### src/chf_pkg.sv
// What this block does
// - ge mode: reaching compare value sets output and arms hysteresis
// - armed hysteresis stops the compare result from being set again until the window is left
// - after leaving the window, rearm only when the condition is newly met
// - ge mode window exit: output follows count >= compare
// - armed ge mode: drop clears output, return does not set it again
// - pulse mode, zero duration: equality sets output, window exit clears it
// - pulse mode, nonzero duration: equality pulses, arms, stores direction
// - no further pulse while inside the armed window
// - exit against stored direction pulses once and disarms
// - exit along stored direction disarms without a pulse
// - frequency mode counts pulses per interval and converts them
// - integration time 10 to 10000 ms in 1 ms steps, config or job
// - frequency result refreshes only when an interval completes
// - no rising edge within an interval reports zero
// - frequency result is given in millihertz
// - frequency mode disables ordinary counting on the channel
// - frequency mode measures the B input
// - end of measurement interrupt on every completed interval when enabled
// - interrupt choice none, process, or diagnostic plus process; diagnostic only for lost interrupt
// - frequency gate equals the software gate bit ANDed with frequency mode
// - hysteresis 0 to 255, settings 0 and 1 disable it
// - pulse duration 0 to 510 ms in 2 ms steps from output assertion
package chf_pkg;
  localparam int unsigned CLK_FREQ_HZ       = 40_000_000;
  localparam int unsigned TICK_TIME_MS      = 1;
  localparam int unsigned TICK_CYCLES       = CLK_FREQ_HZ / 1000 * TICK_TIME_MS;
  localparam int unsigned PULSE_STEP_MS     = 2;
  localparam int unsigned PULSE_STEP_CYCLES = CLK_FREQ_HZ / 1000 * PULSE_STEP_MS;
  localparam int          CNT_W             = 32;
  localparam int          INTEG_W           = 14;
  localparam int          HYST_W            = 8;
  localparam int          PDUR_W            = 8;
  localparam int          SCALE_W           = 20;
  localparam logic [13:0] INTEG_MIN_MS      = 14'h000A;
  localparam logic [13:0] INTEG_MAX_MS      = 14'h2710;
  localparam logic [7:0]  HYST_MIN_ACTIVE   = 8'h02;
  localparam logic [19:0] MHZ_SCALE         = 20'hF4240;
  localparam logic [31:0] COUNT_RST         = 32'h0000_0000;
  localparam logic [31:0] MEAS_RST          = 32'h0000_0000;
  localparam logic [15:0] JOB_NOP           = 16'h0000;
  localparam logic [15:0] JOB_WR_INTEG      = 16'h0004;
  localparam logic [15:0] JOB_RD_INTEG      = 16'h0084;
  localparam logic [15:0] STAT_OK           = 16'h0000;
  localparam logic [15:0] STAT_INTEG_LOW    = 16'h0221;
  localparam logic [15:0] STAT_INTEG_HIGH   = 16'h0222;
  localparam logic [15:0] STAT_BAD_JOB      = 16'h02FF;

  typedef enum logic [1:0] {
    CMP_NONE  = 2'b00,
    CMP_GE    = 2'b01,
    CMP_LE    = 2'b10,
    CMP_PULSE = 2'b11
  } chf_cmp_mode_t;

  typedef enum logic [1:0] {
    IRQ_NONE      = 2'b00,
    IRQ_PROC      = 2'b01,
    IRQ_DIAG_PROC = 2'b10
  } chf_irq_sel_t;

  typedef enum logic {
    HYS_IDLE  = 1'b0,
    HYS_ARMED = 1'b1
  } chf_hys_state_t;

  typedef enum logic {
    FM_IDLE    = 1'b0,
    FM_MEASURE = 1'b1
  } chf_fm_state_t;
endpackage

### src/chf_mhz_div.sv
`timescale 1ns/1ps
module chf_mhz_div
  import chf_pkg::*;
#(
  parameter int CW = CNT_W,
  parameter int DW = INTEG_W
) (
  input  wire logic          clk,
  input  wire logic          rst_n,
  input  wire logic          start,
  input  wire logic [CW-1:0] pulses,
  input  wire logic [DW-1:0] ms,
  output logic               done,
  output logic [CW-1:0]      quot
);
  localparam int NW = CW + SCALE_W;
  localparam int BW = $clog2(NW + 1);

  logic [DW-1:0] rem_r;
  logic [DW-1:0] ms_r;
  logic [NW-1:0] num_r;
  logic [NW-1:0] quo_r;
  logic [BW-1:0] bit_r;
  logic          busy_r;
  logic          done_r;
  logic [CW-1:0] quot_r;
  logic [DW:0]   shifted;
  logic          qbit;
  logic [DW-1:0] rem_nxt;
  logic [NW-1:0] quo_nxt;
  logic          sat;

  // restoring division, one quotient bit per cycle
  assign shifted = {rem_r, num_r[NW-1]};
  assign qbit    = shifted >= {1'b0, ms_r};
  assign rem_nxt = qbit ? DW'(shifted - {1'b0, ms_r}) : shifted[DW-1:0];
  assign quo_nxt = {quo_r[NW-2:0], qbit};
  assign sat     = |quo_nxt[NW-1:CW];
  assign done    = done_r;
  assign quot    = quot_r;

  always_ff @(posedge clk or negedge rst_n) begin
    if (!rst_n) begin
      rem_r  <= '0;
      ms_r   <= '0;
      num_r  <= '0;
      quo_r  <= '0;
      bit_r  <= '0;
      busy_r <= 1'b0;
      done_r <= 1'b0;
      quot_r <= '0;
    end else begin
      done_r <= 1'b0;
      if (start && !busy_r) begin
        rem_r  <= '0;
        ms_r   <= ms;
        num_r  <= NW'(pulses) * NW'(MHZ_SCALE);
        quo_r  <= '0;
        bit_r  <= BW'(NW);
        busy_r <= 1'b1;
      end else if (busy_r) begin
        rem_r <= rem_nxt;
        num_r <= {num_r[NW-2:0], 1'b0};
        quo_r <= quo_nxt;
        bit_r <= bit_r - 1'b1;
        if (bit_r == BW'(1)) begin
          busy_r <= 1'b0;
          done_r <= 1'b1;
          // zero pulses divide to zero; huge counts saturate
          quot_r <= sat ? '1 : quo_nxt[CW-1:0];
        end
      end
    end
  end
endmodule // chf_mhz_div

### src/chf_counter_channel.sv
`timescale 1ns/1ps
module chf_counter_channel
  import chf_pkg::*;
#(
  parameter int unsigned TICK_CYC = TICK_CYCLES,
  parameter int unsigned STEP_CYC = PULSE_STEP_CYCLES
) (
  // clock and reset
  input  wire logic               REF_CLK_IN,
  input  wire logic               RESET_N_IN,
  // field pins
  input  wire logic               CH_A_IN,
  input  wire logic               CH_B_IN,
  // mode and comparator setup
  input  wire logic               FREQ_MODE_IN,
  input  wire logic [1:0]         CMP_MODE_IN,
  input  wire logic [CNT_W-1:0]   CMP_VALUE_IN,
  input  wire logic [HYST_W-1:0]  HYST_IN,
  input  wire logic [PDUR_W-1:0]  PULSE_DUR_IN,
  // frequency meter control
  input  wire logic               SOFTWARE_GATE_BIT_IN,
  input  wire logic [INTEG_W-1:0] INTEG_CFG_IN,
  input  wire logic               EOM_IRQ_EN_IN,
  input  wire logic [1:0]         IRQ_SEL_IN,
  input  wire logic               IRQ_ACK_IN,
  // job interface
  input  wire logic               JOB_REQ_IN,
  input  wire logic [15:0]        JOB_ID_IN,
  input  wire logic [31:0]        JOB_VAL_IN,
  output logic                    JOB_DONE_OUT,
  output logic                    JOB_ERR_OUT,
  output logic [15:0]             JOB_STAT_OUT,
  output logic [31:0]             JOB_OVAL_OUT,
  // status and results
  output logic                    COMPARE_OUT,
  output logic [CNT_W-1:0]        COUNT_VALUE_OUT,
  output logic                    GATE_STATUS_OUT,
  output logic [CNT_W-1:0]        MEASURED_FREQUENCY_VALUE_OUT,
  output logic                    HW_IRQ_OUT,
  output logic                    DIAG_IRQ_OUT
);
  localparam int TW = $clog2(TICK_CYC + 1);
  localparam int SW = $clog2(STEP_CYC + 1);

  // divider needs about 53 cycles; the shortest interval must outlast it
  if (TICK_CYC * 10 < 64 || STEP_CYC < 1) begin : g_chk
    $error("tick counts too small for the divider");
  end

  //--------------------------------------------------------------------
  // pin synchronisers
  //--------------------------------------------------------------------
  logic [1:0] a_sync_r;
  logic [1:0] b_sync_r;
  logic       a_prev_r;
  logic       b_prev_r;
  logic       a_rise;
  logic       b_rise;

  always_ff @(posedge REF_CLK_IN or negedge RESET_N_IN) begin
    if (!RESET_N_IN) begin
      a_sync_r <= 2'h0;
      b_sync_r <= 2'h0;
      a_prev_r <= 1'b0;
      b_prev_r <= 1'b0;
    end else begin
      a_sync_r <= {a_sync_r[0], CH_A_IN};
      b_sync_r <= {b_sync_r[0], CH_B_IN};
      a_prev_r <= a_sync_r[1];
      b_prev_r <= b_sync_r[1];
    end
  end

  assign a_rise = a_sync_r[1] & ~a_prev_r;
  assign b_rise = b_sync_r[1] & ~b_prev_r;

  //--------------------------------------------------------------------
  // ordinary counter
  //--------------------------------------------------------------------
  logic [CNT_W-1:0] count_r;
  logic             dir_up_r;
  logic             cnt_step;

  // counting stops entirely while the channel measures frequency
  assign cnt_step = a_rise & SOFTWARE_GATE_BIT_IN & ~FREQ_MODE_IN;

  always_ff @(posedge REF_CLK_IN or negedge RESET_N_IN) begin
    if (!RESET_N_IN) begin
      count_r  <= COUNT_RST;
      dir_up_r <= 1'b1;
    end else if (cnt_step) begin
      count_r  <= b_sync_r[1] ? count_r + 1'b1 : count_r - 1'b1;
      dir_up_r <= b_sync_r[1];
    end
  end

  assign COUNT_VALUE_OUT = count_r;

  //--------------------------------------------------------------------
  // comparator with hysteresis
  //--------------------------------------------------------------------
  chf_cmp_mode_t  cmp_mode;
  chf_hys_state_t hys_r;
  chf_hys_state_t hys_nxt;
  logic [HYST_W-1:0] hlat_r;
  logic [HYST_W-1:0] hlat_nxt;
  logic              dir_st_r;
  logic              dir_st_nxt;
  logic              out_r;
  logic              out_nxt;
  logic              cond_prev_r;
  logic              fire;
  logic signed [CNT_W-1:0] cnt_s;
  logic signed [CNT_W-1:0] cmp_s;
  logic signed [CNT_W:0]   win_lo;
  logic signed [CNT_W:0]   win_hi;
  logic cond_ge;
  logic cond_le;
  logic cond_eq;
  logic cond;
  logic cond_rise;
  logic hyst_en;
  logic exit_hi;
  logic exit_lo;
  logic win_exit;
  logic pdur_zero;
  logic pulse_on;

  assign cmp_mode  = chf_cmp_mode_t'(CMP_MODE_IN);
  assign cnt_s     = count_r;
  assign cmp_s     = CMP_VALUE_IN;
  assign cond_ge   = cnt_s >= cmp_s;
  assign cond_le   = cnt_s <= cmp_s;
  assign cond_eq   = cnt_s == cmp_s;
  assign cond      = (cmp_mode == CMP_GE) ? cond_ge :
                     (cmp_mode == CMP_LE) ? cond_le : cond_eq;
  assign cond_rise = cond & ~cond_prev_r;
  assign hyst_en   = HYST_IN >= HYST_MIN_ACTIVE;
  // window uses the width latched at arming; a new width waits for the next arm
  assign win_lo    = cmp_s - $signed({1'b0, hlat_r});
  assign win_hi    = cmp_s + $signed({1'b0, hlat_r});
  assign exit_hi   = cnt_s > win_hi;
  assign exit_lo   = cnt_s < win_lo;
  assign win_exit  = exit_hi | exit_lo;
  assign pdur_zero = PULSE_DUR_IN == '0;

  always_comb begin
    hys_nxt    = hys_r;
    hlat_nxt   = hlat_r;
    dir_st_nxt = dir_st_r;
    out_nxt    = 1'b0;
    fire       = 1'b0;
    if (FREQ_MODE_IN || cmp_mode == CMP_NONE) begin
      hys_nxt = HYS_IDLE;
    end else if (cmp_mode != CMP_PULSE) begin
      unique case (hys_r)
        HYS_IDLE: begin
          out_nxt = cond;
          if (cond_rise && hyst_en) begin
            hys_nxt  = HYS_ARMED;
            hlat_nxt = HYST_IN;
          end
        end
        HYS_ARMED: begin
          if (win_exit) begin
            hys_nxt = HYS_IDLE;
            out_nxt = cond;
          end else begin
            out_nxt = out_r & cond;
          end
        end
      endcase
    end else if (pdur_zero) begin
      unique case (hys_r)
        HYS_IDLE: begin
          out_nxt = cond_eq;
          if (cond_rise && hyst_en) begin
            hys_nxt  = HYS_ARMED;
            hlat_nxt = HYST_IN;
          end
        end
        HYS_ARMED: begin
          out_nxt = ~win_exit;
          if (win_exit) begin
            hys_nxt = HYS_IDLE;
          end
        end
      endcase
    end else begin
      unique case (hys_r)
        HYS_IDLE: begin
          if (cond_rise) begin
            fire = 1'b1;
            if (hyst_en) begin
              hys_nxt    = HYS_ARMED;
              hlat_nxt   = HYST_IN;
              dir_st_nxt = dir_up_r;
            end
          end
        end
        HYS_ARMED: begin
          // equality inside the window fires nothing
          if (win_exit) begin
            hys_nxt = HYS_IDLE;
            fire    = exit_hi != dir_st_r;
          end
        end
      endcase
    end
  end

  always_ff @(posedge REF_CLK_IN or negedge RESET_N_IN) begin
    if (!RESET_N_IN) begin
      hys_r       <= HYS_IDLE;
      hlat_r      <= '0;
      dir_st_r    <= 1'b1;
      out_r       <= 1'b0;
      cond_prev_r <= 1'b0;
    end else begin
      hys_r       <= hys_nxt;
      hlat_r      <= hlat_nxt;
      dir_st_r    <= dir_st_nxt;
      out_r       <= out_nxt;
      cond_prev_r <= cond;
    end
  end

  //--------------------------------------------------------------------
  // comparison pulse timer
  //--------------------------------------------------------------------
  logic [SW-1:0]     step_cnt_r;
  logic [PDUR_W-1:0] steps_left_r;
  logic              pls_r;
  logic              step_end;

  assign step_end = step_cnt_r == SW'(STEP_CYC - 1);
  assign pulse_on = pls_r;

  // a trigger during a running pulse is ignored, so it never stretches
  always_ff @(posedge REF_CLK_IN or negedge RESET_N_IN) begin
    if (!RESET_N_IN) begin
      step_cnt_r   <= '0;
      steps_left_r <= '0;
      pls_r        <= 1'b0;
    end else if (!pls_r) begin
      if (fire) begin
        pls_r        <= 1'b1;
        steps_left_r <= PULSE_DUR_IN;
        step_cnt_r   <= '0;
      end
    end else if (step_end) begin
      step_cnt_r   <= '0;
      steps_left_r <= steps_left_r - 1'b1;
      if (steps_left_r == PDUR_W'(1)) begin
        pls_r <= 1'b0;
      end
    end else begin
      step_cnt_r <= step_cnt_r + 1'b1;
    end
  end

  assign COMPARE_OUT = (cmp_mode == CMP_PULSE && !pdur_zero) ? pulse_on : out_r;

  //--------------------------------------------------------------------
  // integration time and job interface
  //--------------------------------------------------------------------
  logic [INTEG_W-1:0] integ_r;
  logic               cfg_ld_r;
  logic               job_prev_r;
  logic               job_done_r;
  logic               job_err_r;
  logic [15:0]        job_stat_r;
  logic [31:0]        job_oval_r;
  logic               job_edge;
  logic               val_low;
  logic               val_high;
  logic [15:0]        stat_nxt;

  assign job_edge = JOB_REQ_IN & ~job_prev_r;
  assign val_low  = $signed(JOB_VAL_IN) < $signed({18'h0, INTEG_MIN_MS});
  assign val_high = $signed(JOB_VAL_IN) > $signed({18'h0, INTEG_MAX_MS});
  assign stat_nxt = (JOB_ID_IN == JOB_NOP || JOB_ID_IN == JOB_RD_INTEG) ? STAT_OK :
                    (JOB_ID_IN != JOB_WR_INTEG) ? STAT_BAD_JOB :
                    val_low ? STAT_INTEG_LOW :
                    val_high ? STAT_INTEG_HIGH : STAT_OK;

  always_ff @(posedge REF_CLK_IN or negedge RESET_N_IN) begin
    if (!RESET_N_IN) begin
      integ_r    <= INTEG_MIN_MS;
      cfg_ld_r   <= 1'b0;
      job_prev_r <= 1'b0;
      job_done_r <= 1'b1;
      job_err_r  <= 1'b0;
      job_stat_r <= STAT_OK;
      job_oval_r <= 32'h0000_0000;
    end else begin
      job_prev_r <= JOB_REQ_IN;
      job_done_r <= ~job_edge;
      cfg_ld_r   <= 1'b1;
      // the configured time is taken once, on the first edge after reset
      if (!cfg_ld_r) begin
        integ_r <= INTEG_CFG_IN;
      end else if (job_edge) begin
        job_err_r  <= stat_nxt != STAT_OK;
        job_stat_r <= stat_nxt;
        if (JOB_ID_IN == JOB_WR_INTEG && stat_nxt == STAT_OK) begin
          integ_r <= JOB_VAL_IN[INTEG_W-1:0];
        end
        if (JOB_ID_IN == JOB_RD_INTEG) begin
          job_oval_r <= {18'h0, integ_r};
        end
      end
    end
  end

  assign JOB_DONE_OUT = job_done_r;
  assign JOB_ERR_OUT  = job_err_r;
  assign JOB_STAT_OUT = job_stat_r;
  assign JOB_OVAL_OUT = job_oval_r;

  //--------------------------------------------------------------------
  // frequency meter
  //--------------------------------------------------------------------
  chf_fm_state_t      fm_r;
  logic [TW-1:0]      tick_r;
  logic [INTEG_W-1:0] ms_r;
  logic [INTEG_W-1:0] act_r;
  logic [CNT_W-1:0]   pcnt_r;
  logic [CNT_W-1:0]   meas_r;
  logic               gate;
  logic               tick_end;
  logic               ivl_done;
  logic [CNT_W-1:0]   pcnt_fin;
  logic               div_done;
  logic [CNT_W-1:0]   div_q;

  assign gate     = SOFTWARE_GATE_BIT_IN & FREQ_MODE_IN;
  assign tick_end = tick_r == TW'(TICK_CYC - 1);
  assign ivl_done = fm_r == FM_MEASURE && gate && tick_end && ms_r == act_r - 1'b1;
  // an edge in the closing cycle still belongs to this interval
  assign pcnt_fin = (b_rise && pcnt_r != '1) ? pcnt_r + 1'b1 : pcnt_r;

  always_ff @(posedge REF_CLK_IN or negedge RESET_N_IN) begin
    if (!RESET_N_IN) begin
      fm_r   <= FM_IDLE;
      tick_r <= '0;
      ms_r   <= '0;
      act_r  <= INTEG_MIN_MS;
      pcnt_r <= '0;
    end else begin
      unique case (fm_r)
        FM_IDLE: begin
          tick_r <= '0;
          ms_r   <= '0;
          pcnt_r <= '0;
          act_r  <= integ_r;
          if (gate) begin
            fm_r <= FM_MEASURE;
          end
        end
        FM_MEASURE: begin
          if (!gate) begin
            fm_r <= FM_IDLE;
          end else if (ivl_done) begin
            tick_r <= '0;
            ms_r   <= '0;
            pcnt_r <= '0;
            act_r  <= integ_r;
          end else begin
            pcnt_r <= pcnt_fin;
            tick_r <= tick_end ? '0 : tick_r + 1'b1;
            ms_r   <= tick_end ? ms_r + 1'b1 : ms_r;
          end
        end
      endcase
    end
  end

  chf_mhz_div #(
    .CW (CNT_W),
    .DW (INTEG_W)
  ) u_div (
    .clk    (REF_CLK_IN),
    .rst_n  (RESET_N_IN),
    .start  (ivl_done),
    .pulses (pcnt_fin),
    .ms     (act_r),
    .done   (div_done),
    .quot   (div_q)
  );

  always_ff @(posedge REF_CLK_IN or negedge RESET_N_IN) begin
    if (!RESET_N_IN) begin
      meas_r <= MEAS_RST;
    end else if (div_done) begin
      meas_r <= div_q;
    end
  end

  assign MEASURED_FREQUENCY_VALUE_OUT = meas_r;
  assign GATE_STATUS_OUT              = fm_r == FM_MEASURE;

  //--------------------------------------------------------------------
  // end of measurement interrupt
  //--------------------------------------------------------------------
  chf_irq_sel_t irq_sel;
  logic         irq_pend_r;
  logic         hw_irq_r;
  logic         diag_irq_r;
  logic         irq_fire;

  assign irq_sel  = chf_irq_sel_t'(IRQ_SEL_IN);
  // code 2'b11 is not a legal choice and raises nothing
  assign irq_fire = ivl_done & EOM_IRQ_EN_IN &
                    (irq_sel == IRQ_PROC || irq_sel == IRQ_DIAG_PROC);

  always_ff @(posedge REF_CLK_IN or negedge RESET_N_IN) begin
    if (!RESET_N_IN) begin
      irq_pend_r <= 1'b0;
      hw_irq_r   <= 1'b0;
      diag_irq_r <= 1'b0;
    end else begin
      hw_irq_r   <= irq_fire;
      diag_irq_r <= irq_fire & irq_pend_r & (irq_sel == IRQ_DIAG_PROC);
      // a new interrupt wins over an acknowledge in the same cycle
      irq_pend_r <= irq_fire | (irq_pend_r & ~IRQ_ACK_IN);
    end
  end

  assign HW_IRQ_OUT   = hw_irq_r;
  assign DIAG_IRQ_OUT = diag_irq_r;
endmodule // chf_counter_channel

### config.mk
export PLATFORM = sky130hd
export DESIGN_NAME = chf_counter_channel
export DESIGN_NICKNAME = d
export VERILOG_FILES = /design/src/chf_pkg.sv /design/src/chf_mhz_div.sv /design/src/chf_counter_channel.sv
export SDC_FILE = /design/constraint.sdc
export NUM_CORES = 2
export LEC_CHECK = 0
export ABC_AREA = 1
export BUFFER_PORTS_ARGS = -buffer_cell sky130_fd_sc_hd__clkbuf_2
export CAP_MARGIN = 20
export CELL_PAD_IN_SITES_DETAIL_PLACEMENT = 1
export CELL_PAD_IN_SITES_GLOBAL_PLACEMENT = 1
export CORE_ASPECT_RATIO = 2
export CORE_UTILIZATION = 46
export CTS_CLUSTER_SIZE = 30
export DETAILED_ROUTE_END_ITERATION = 10
export PLACE_DENSITY = 0.81
export SLEW_MARGIN = 30
export SYNTH_ARGS = -nofsm -noshare
export SYNTH_HDL_FRONTEND = slang
export SYNTH_SLANG_ARGS = --single-unit
### constraint.sdc
create_clock -name REF_CLK_IN -period 7.7 [get_ports REF_CLK_IN]
set_input_delay 0.77 -clock REF_CLK_IN [delete_from_list [all_inputs] [get_ports REF_CLK_IN]]
set_output_delay 0.77 -clock REF_CLK_IN [all_outputs]
set_load 0.01 [all_outputs]
==> flow_summary.yaml <==
run_status:
  status: "complete, no violations"
power:
  p_int_mw: 4.455
  switching_share: 0.4213
  finalPower_mw: 7.699
  p_clk_frac: 0.260
  ir_worst_vdd_v: 0.0002054
  p_switching_mw: 3.244
  p_leak_nw: 18.78
  combPwrFrac: 0.419
  seqPwrFrac: 0.320
  p_per_area_nw_per_um2: 214.4
finish:
  nets: 4918
  final_area_sq_um: 35920
  seq_area_sq_um: 9768
  multiInputGateArea_sq_um: 19330
  area_growth_pct: 11.48
  drive_gt1_frac: 0.1131
  fillerInstances: 8668
clock_tree:
  cts_root_buf: "clkbuf_16"
  cts_sinks: 390
  cts_buffers: 40
  htree_levels: 2
  cts_buffer_depth: 3
  clk_latency_ps: 590
  cts_tree: "yes"
  cts.clk_slew.worst_paths_ps: 70
  hold_buffers: 0
placed_design:
  place_congestion: 0.9953
  io_buffer_count: 215
  postPlaceCellArea_sq_um: 34330
  place_ws_ps: -27.55
  post-dp-hpwl_microns: 84290
die:
  die_w_microns: 189.1
  row_count: 136
  top_level_ports: 241
  coreArea_sq_um: 68920
  initial_core_util: 0.4675
  fp.dieArea_sq_um: 71170
  chipHeight_microns: 376.3
critical_path:
  crit_type: "reg2reg"
  cp_common_cell: "inv_1"
  worstSetupEndpointType: "flop"
  cp.required_ps: 8140
  r2r_setup_slack_ps: 340
  cp_top_family: "adder cells"
  start_kind: "flop"
  critPathSlowestCell: "fa_1"
  path_max_fanout: 14
  crit_arrival_ps: 7800
  worst-path-buf-inv: 9
  max_stage_delay_ps: 570
global_route:
  grtUsageTotal: 0.2948
  grt_max_degree: 174
  grt_antenna_before_repair: 2
  grt.overflow.total: 0
  grt_pass1_vias: 32199
  grt_first_pass_wirelength_microns: 164900
synthesis:
  ys_ff_latch: 390
  synthesis.area_sq_um: 32220
  syn_inst: 4132
  synth_edf_count: 0
  postSynthAreaPerCell_sq_um: 7.797
  yosys.area.top_type_share: 0.2975
  ys_warn_count: 0
  synth_area_leaders: "dfrtp_1 (30%), ha_1 (12%), nand2_1 (9.1%)"
  synth_most_common_cell: "nand2_1"
  synthFlopType: "dfrtp_1"
  yosysTopAreaCell: "dfrtp_1"
  ys_async_sr_fraction: 1.000
  synth_common_cells: "nand2_1 (780), inv_1 (687), dfrtp_1 (383)"
  synth_cell_types: 63
  yosysSeqAreaShare: 0.3032
route:
  totalWireLength_microns: 104100
  vias_per_cell: 5.505
  drc: 0
  drtIter0Drc: 940
  antenna_left: 0
  wl_per_cell_microns: 19.68
  drt_first_pass_iters: 5
  vias: 29126
timing:
  rsz0062_at_grt: "true"
  drv_slew: 0
  hold_ws_ps: 242.3
  report.final.hold_viol_count: 0
  fin_skew_ps: 32.32
  fmax_ghz: 0.1359
  setup_slack_ps: 341.9
  setup_violations: 0
  max-slew-margin-rel: 0.3433
  fin_crit_sh: 0.9556
  worst_pin_slew_ps: 984.0
  tns_ps: 0
  min_period_ps: 7358
flow_run:
  drv_cap: 0
min_path:
  hp-class: "in2async"
## layout make-up
class,count,area share
antenna,1,0.00006967
clock buffer,57,0.03219
clock inverter,16,0.004807
inverter,708,0.07413
multi-input combinational,2931,0.5382
sequential,390,0.2720
tap,897,0.03125
timing repair buffer,291,0.04738
## cells by family (layout without fill, tap and decap cells)
| logic type | count (synthesis) | in the layout | synth area share |
|---|---|---|---|
| AOI/OAI and AO/OA | 695 | 695 | 0.1217 |
| xor gates and xnor gates | 191 | 191 | 0.05437 |
| adders and majority gates | 433 | 433 | 0.1959 |
| buffers and inverters | 836 | 1072 | 0.1040 |
| DFF | 390 | 390 | 0.3032 |
| muxes | 45 | 45 | 0.01515 |
| other | 2 | 27 | 0.0002331 |
| and+or+nand+nor | 1540 | 1541 | 0.2056 |
## sequential cells by signal, summed over array words and instances, names as in the netlist, 2 cells and up
| register | flops |
|---|---|
| u_div.num_r | 46 |
| COUNT_VALUE_OUT | 32 |
| b_sync_r | 2 |
| ms_r | 14 |
| u_div.bit_r | 6 |
| JOB_STAT_OUT | 4 |
| JOB_OVAL_OUT | 14 |
| step_cnt_r | 17 |
| MEASURED_FREQUENCY_VALUE_OUT | 32 |
| hlat_r | 8 |
| steps_left_r | 8 |
| u_div.ms_r | 14 |
| tick_r | 16 |
| u_div.rem_r | 14 |
| act_r | 14 |
| u_div.quo_r | 51 |
| a_sync_r | 2 |
| u_div.quot | 32 |
| integ_r | 14 |
| pcnt_r | 32 |
## routing by layer
layer  wire length [microns]  global-route usage  up-vias  part of all wire
met4                    8983              0.2247        0             0.086
met5                       0                   0        -                 0
met2                   58660              0.5941      601              0.56
met1                   33840              0.2603    14332              0.32
li1                        -                   -    13826                 -
met3                    2643             0.02859      367             0.025
## power by group through the flow
stage	Clock, mW	Sequential (mW)	Combinational (mW)
after CTS	2.05	2.47	3.22
final	2.01	2.47	3.23
after global placement	0	2.50	3.07
after floorplan	0	2.42	2.15
after detailed placement	0	2.50	3.19
after global routing	2.11	2.49	3.65
## cells in the final DEF (no fill, tap or decap), types with 8 or more instances in the layout
cell type / netlist / layout
conb_1: 2 / 26
nand3b_1: 9 / 9
o21bai_1: 24 / 24
inv_2: 18 / 20
a31oi_1: 28 / 28
a21oi_1: 195 / 192
fa_1: 119 / 119
nand4_1: 67 / 67
nand3_1: 169 / 166
o211ai_1: 26 / 26
o21a_1: 15 / 14
a21o_1: 12 / 12
ha_1: 314 / 313
clkbuf_16: 0 / 41
nor2_2: 4 / 9
nor3_1: 75 / 73
xnor2_1: 42 / 42
inv_1: 687 / 684
mux2i_1: 15 / 15
mux2_2: 30 / 30
xor2_1: 143 / 142
dfrtp_1: 383 / 383
buf_4: 36 / 73
or2_2: 20 / 20
nor4_1: 30 / 28
clkbuf_2: 1 / 214
o22ai_1: 92 / 92
nand2_1: 780 / 779
nor2_1: 348 / 339
clkbuf_1: 62 / 9
nor2_4: 4 / 8
o21ai_0: 259 / 256
o21ai_1: 18 / 21
## path summary, 6_finish.rpt
path                       cells after the start          endpoint         from
min                                            1   u_div.num_r[50]   RESET_N_IN
max in group asynchronous                      3  JOB_OVAL_OUT[13]   RESET_N_IN
min reg2reg                                    0       a_sync_r[1]  a_sync_r[0]
min in group REF_CLK_IN                        1       a_sync_r[0]      CH_A_IN
max reg2reg                                   34   u_div.num_r[51]    pcnt_r[0]
max                                           34   u_div.num_r[51]    pcnt_r[0]
## worst register-to-register path: cells and delay by family, from the launching register on
kind | cells | cell delay, ps
AO/OA/AOI/OAI | 7 | 1170
adder cells (fa/ha/maj) | 8 | 3430
buffers and inverters | 9 | 760
flip-flops | 1 | 370
AND/OR/NAND/NOR | 10 | 1490
## per-stage QoR
step                      utilization  std cells
after global routing           0.5211       5290
after detailed placement       0.4981       5203
after CTS                      0.5176       5276
after global placement         0.4981       5203
after floorplan                     -       4156
final                          0.5212       5291
## repair_timing
| item | 4_1_cts | 5_1_grt |
|---|---|---|
| resized for setup | 3 | 31 |
| setup endpoints to repair | 1 | 20 |
| pin swaps | 0 | 4 |
| cloned | 0 | 1 |
| endpoints found under the hold margin | 0 | 0 |
| buffers inserted | 0 | 12 |
No activity file was read; power rests on OpenSTA's default activity.
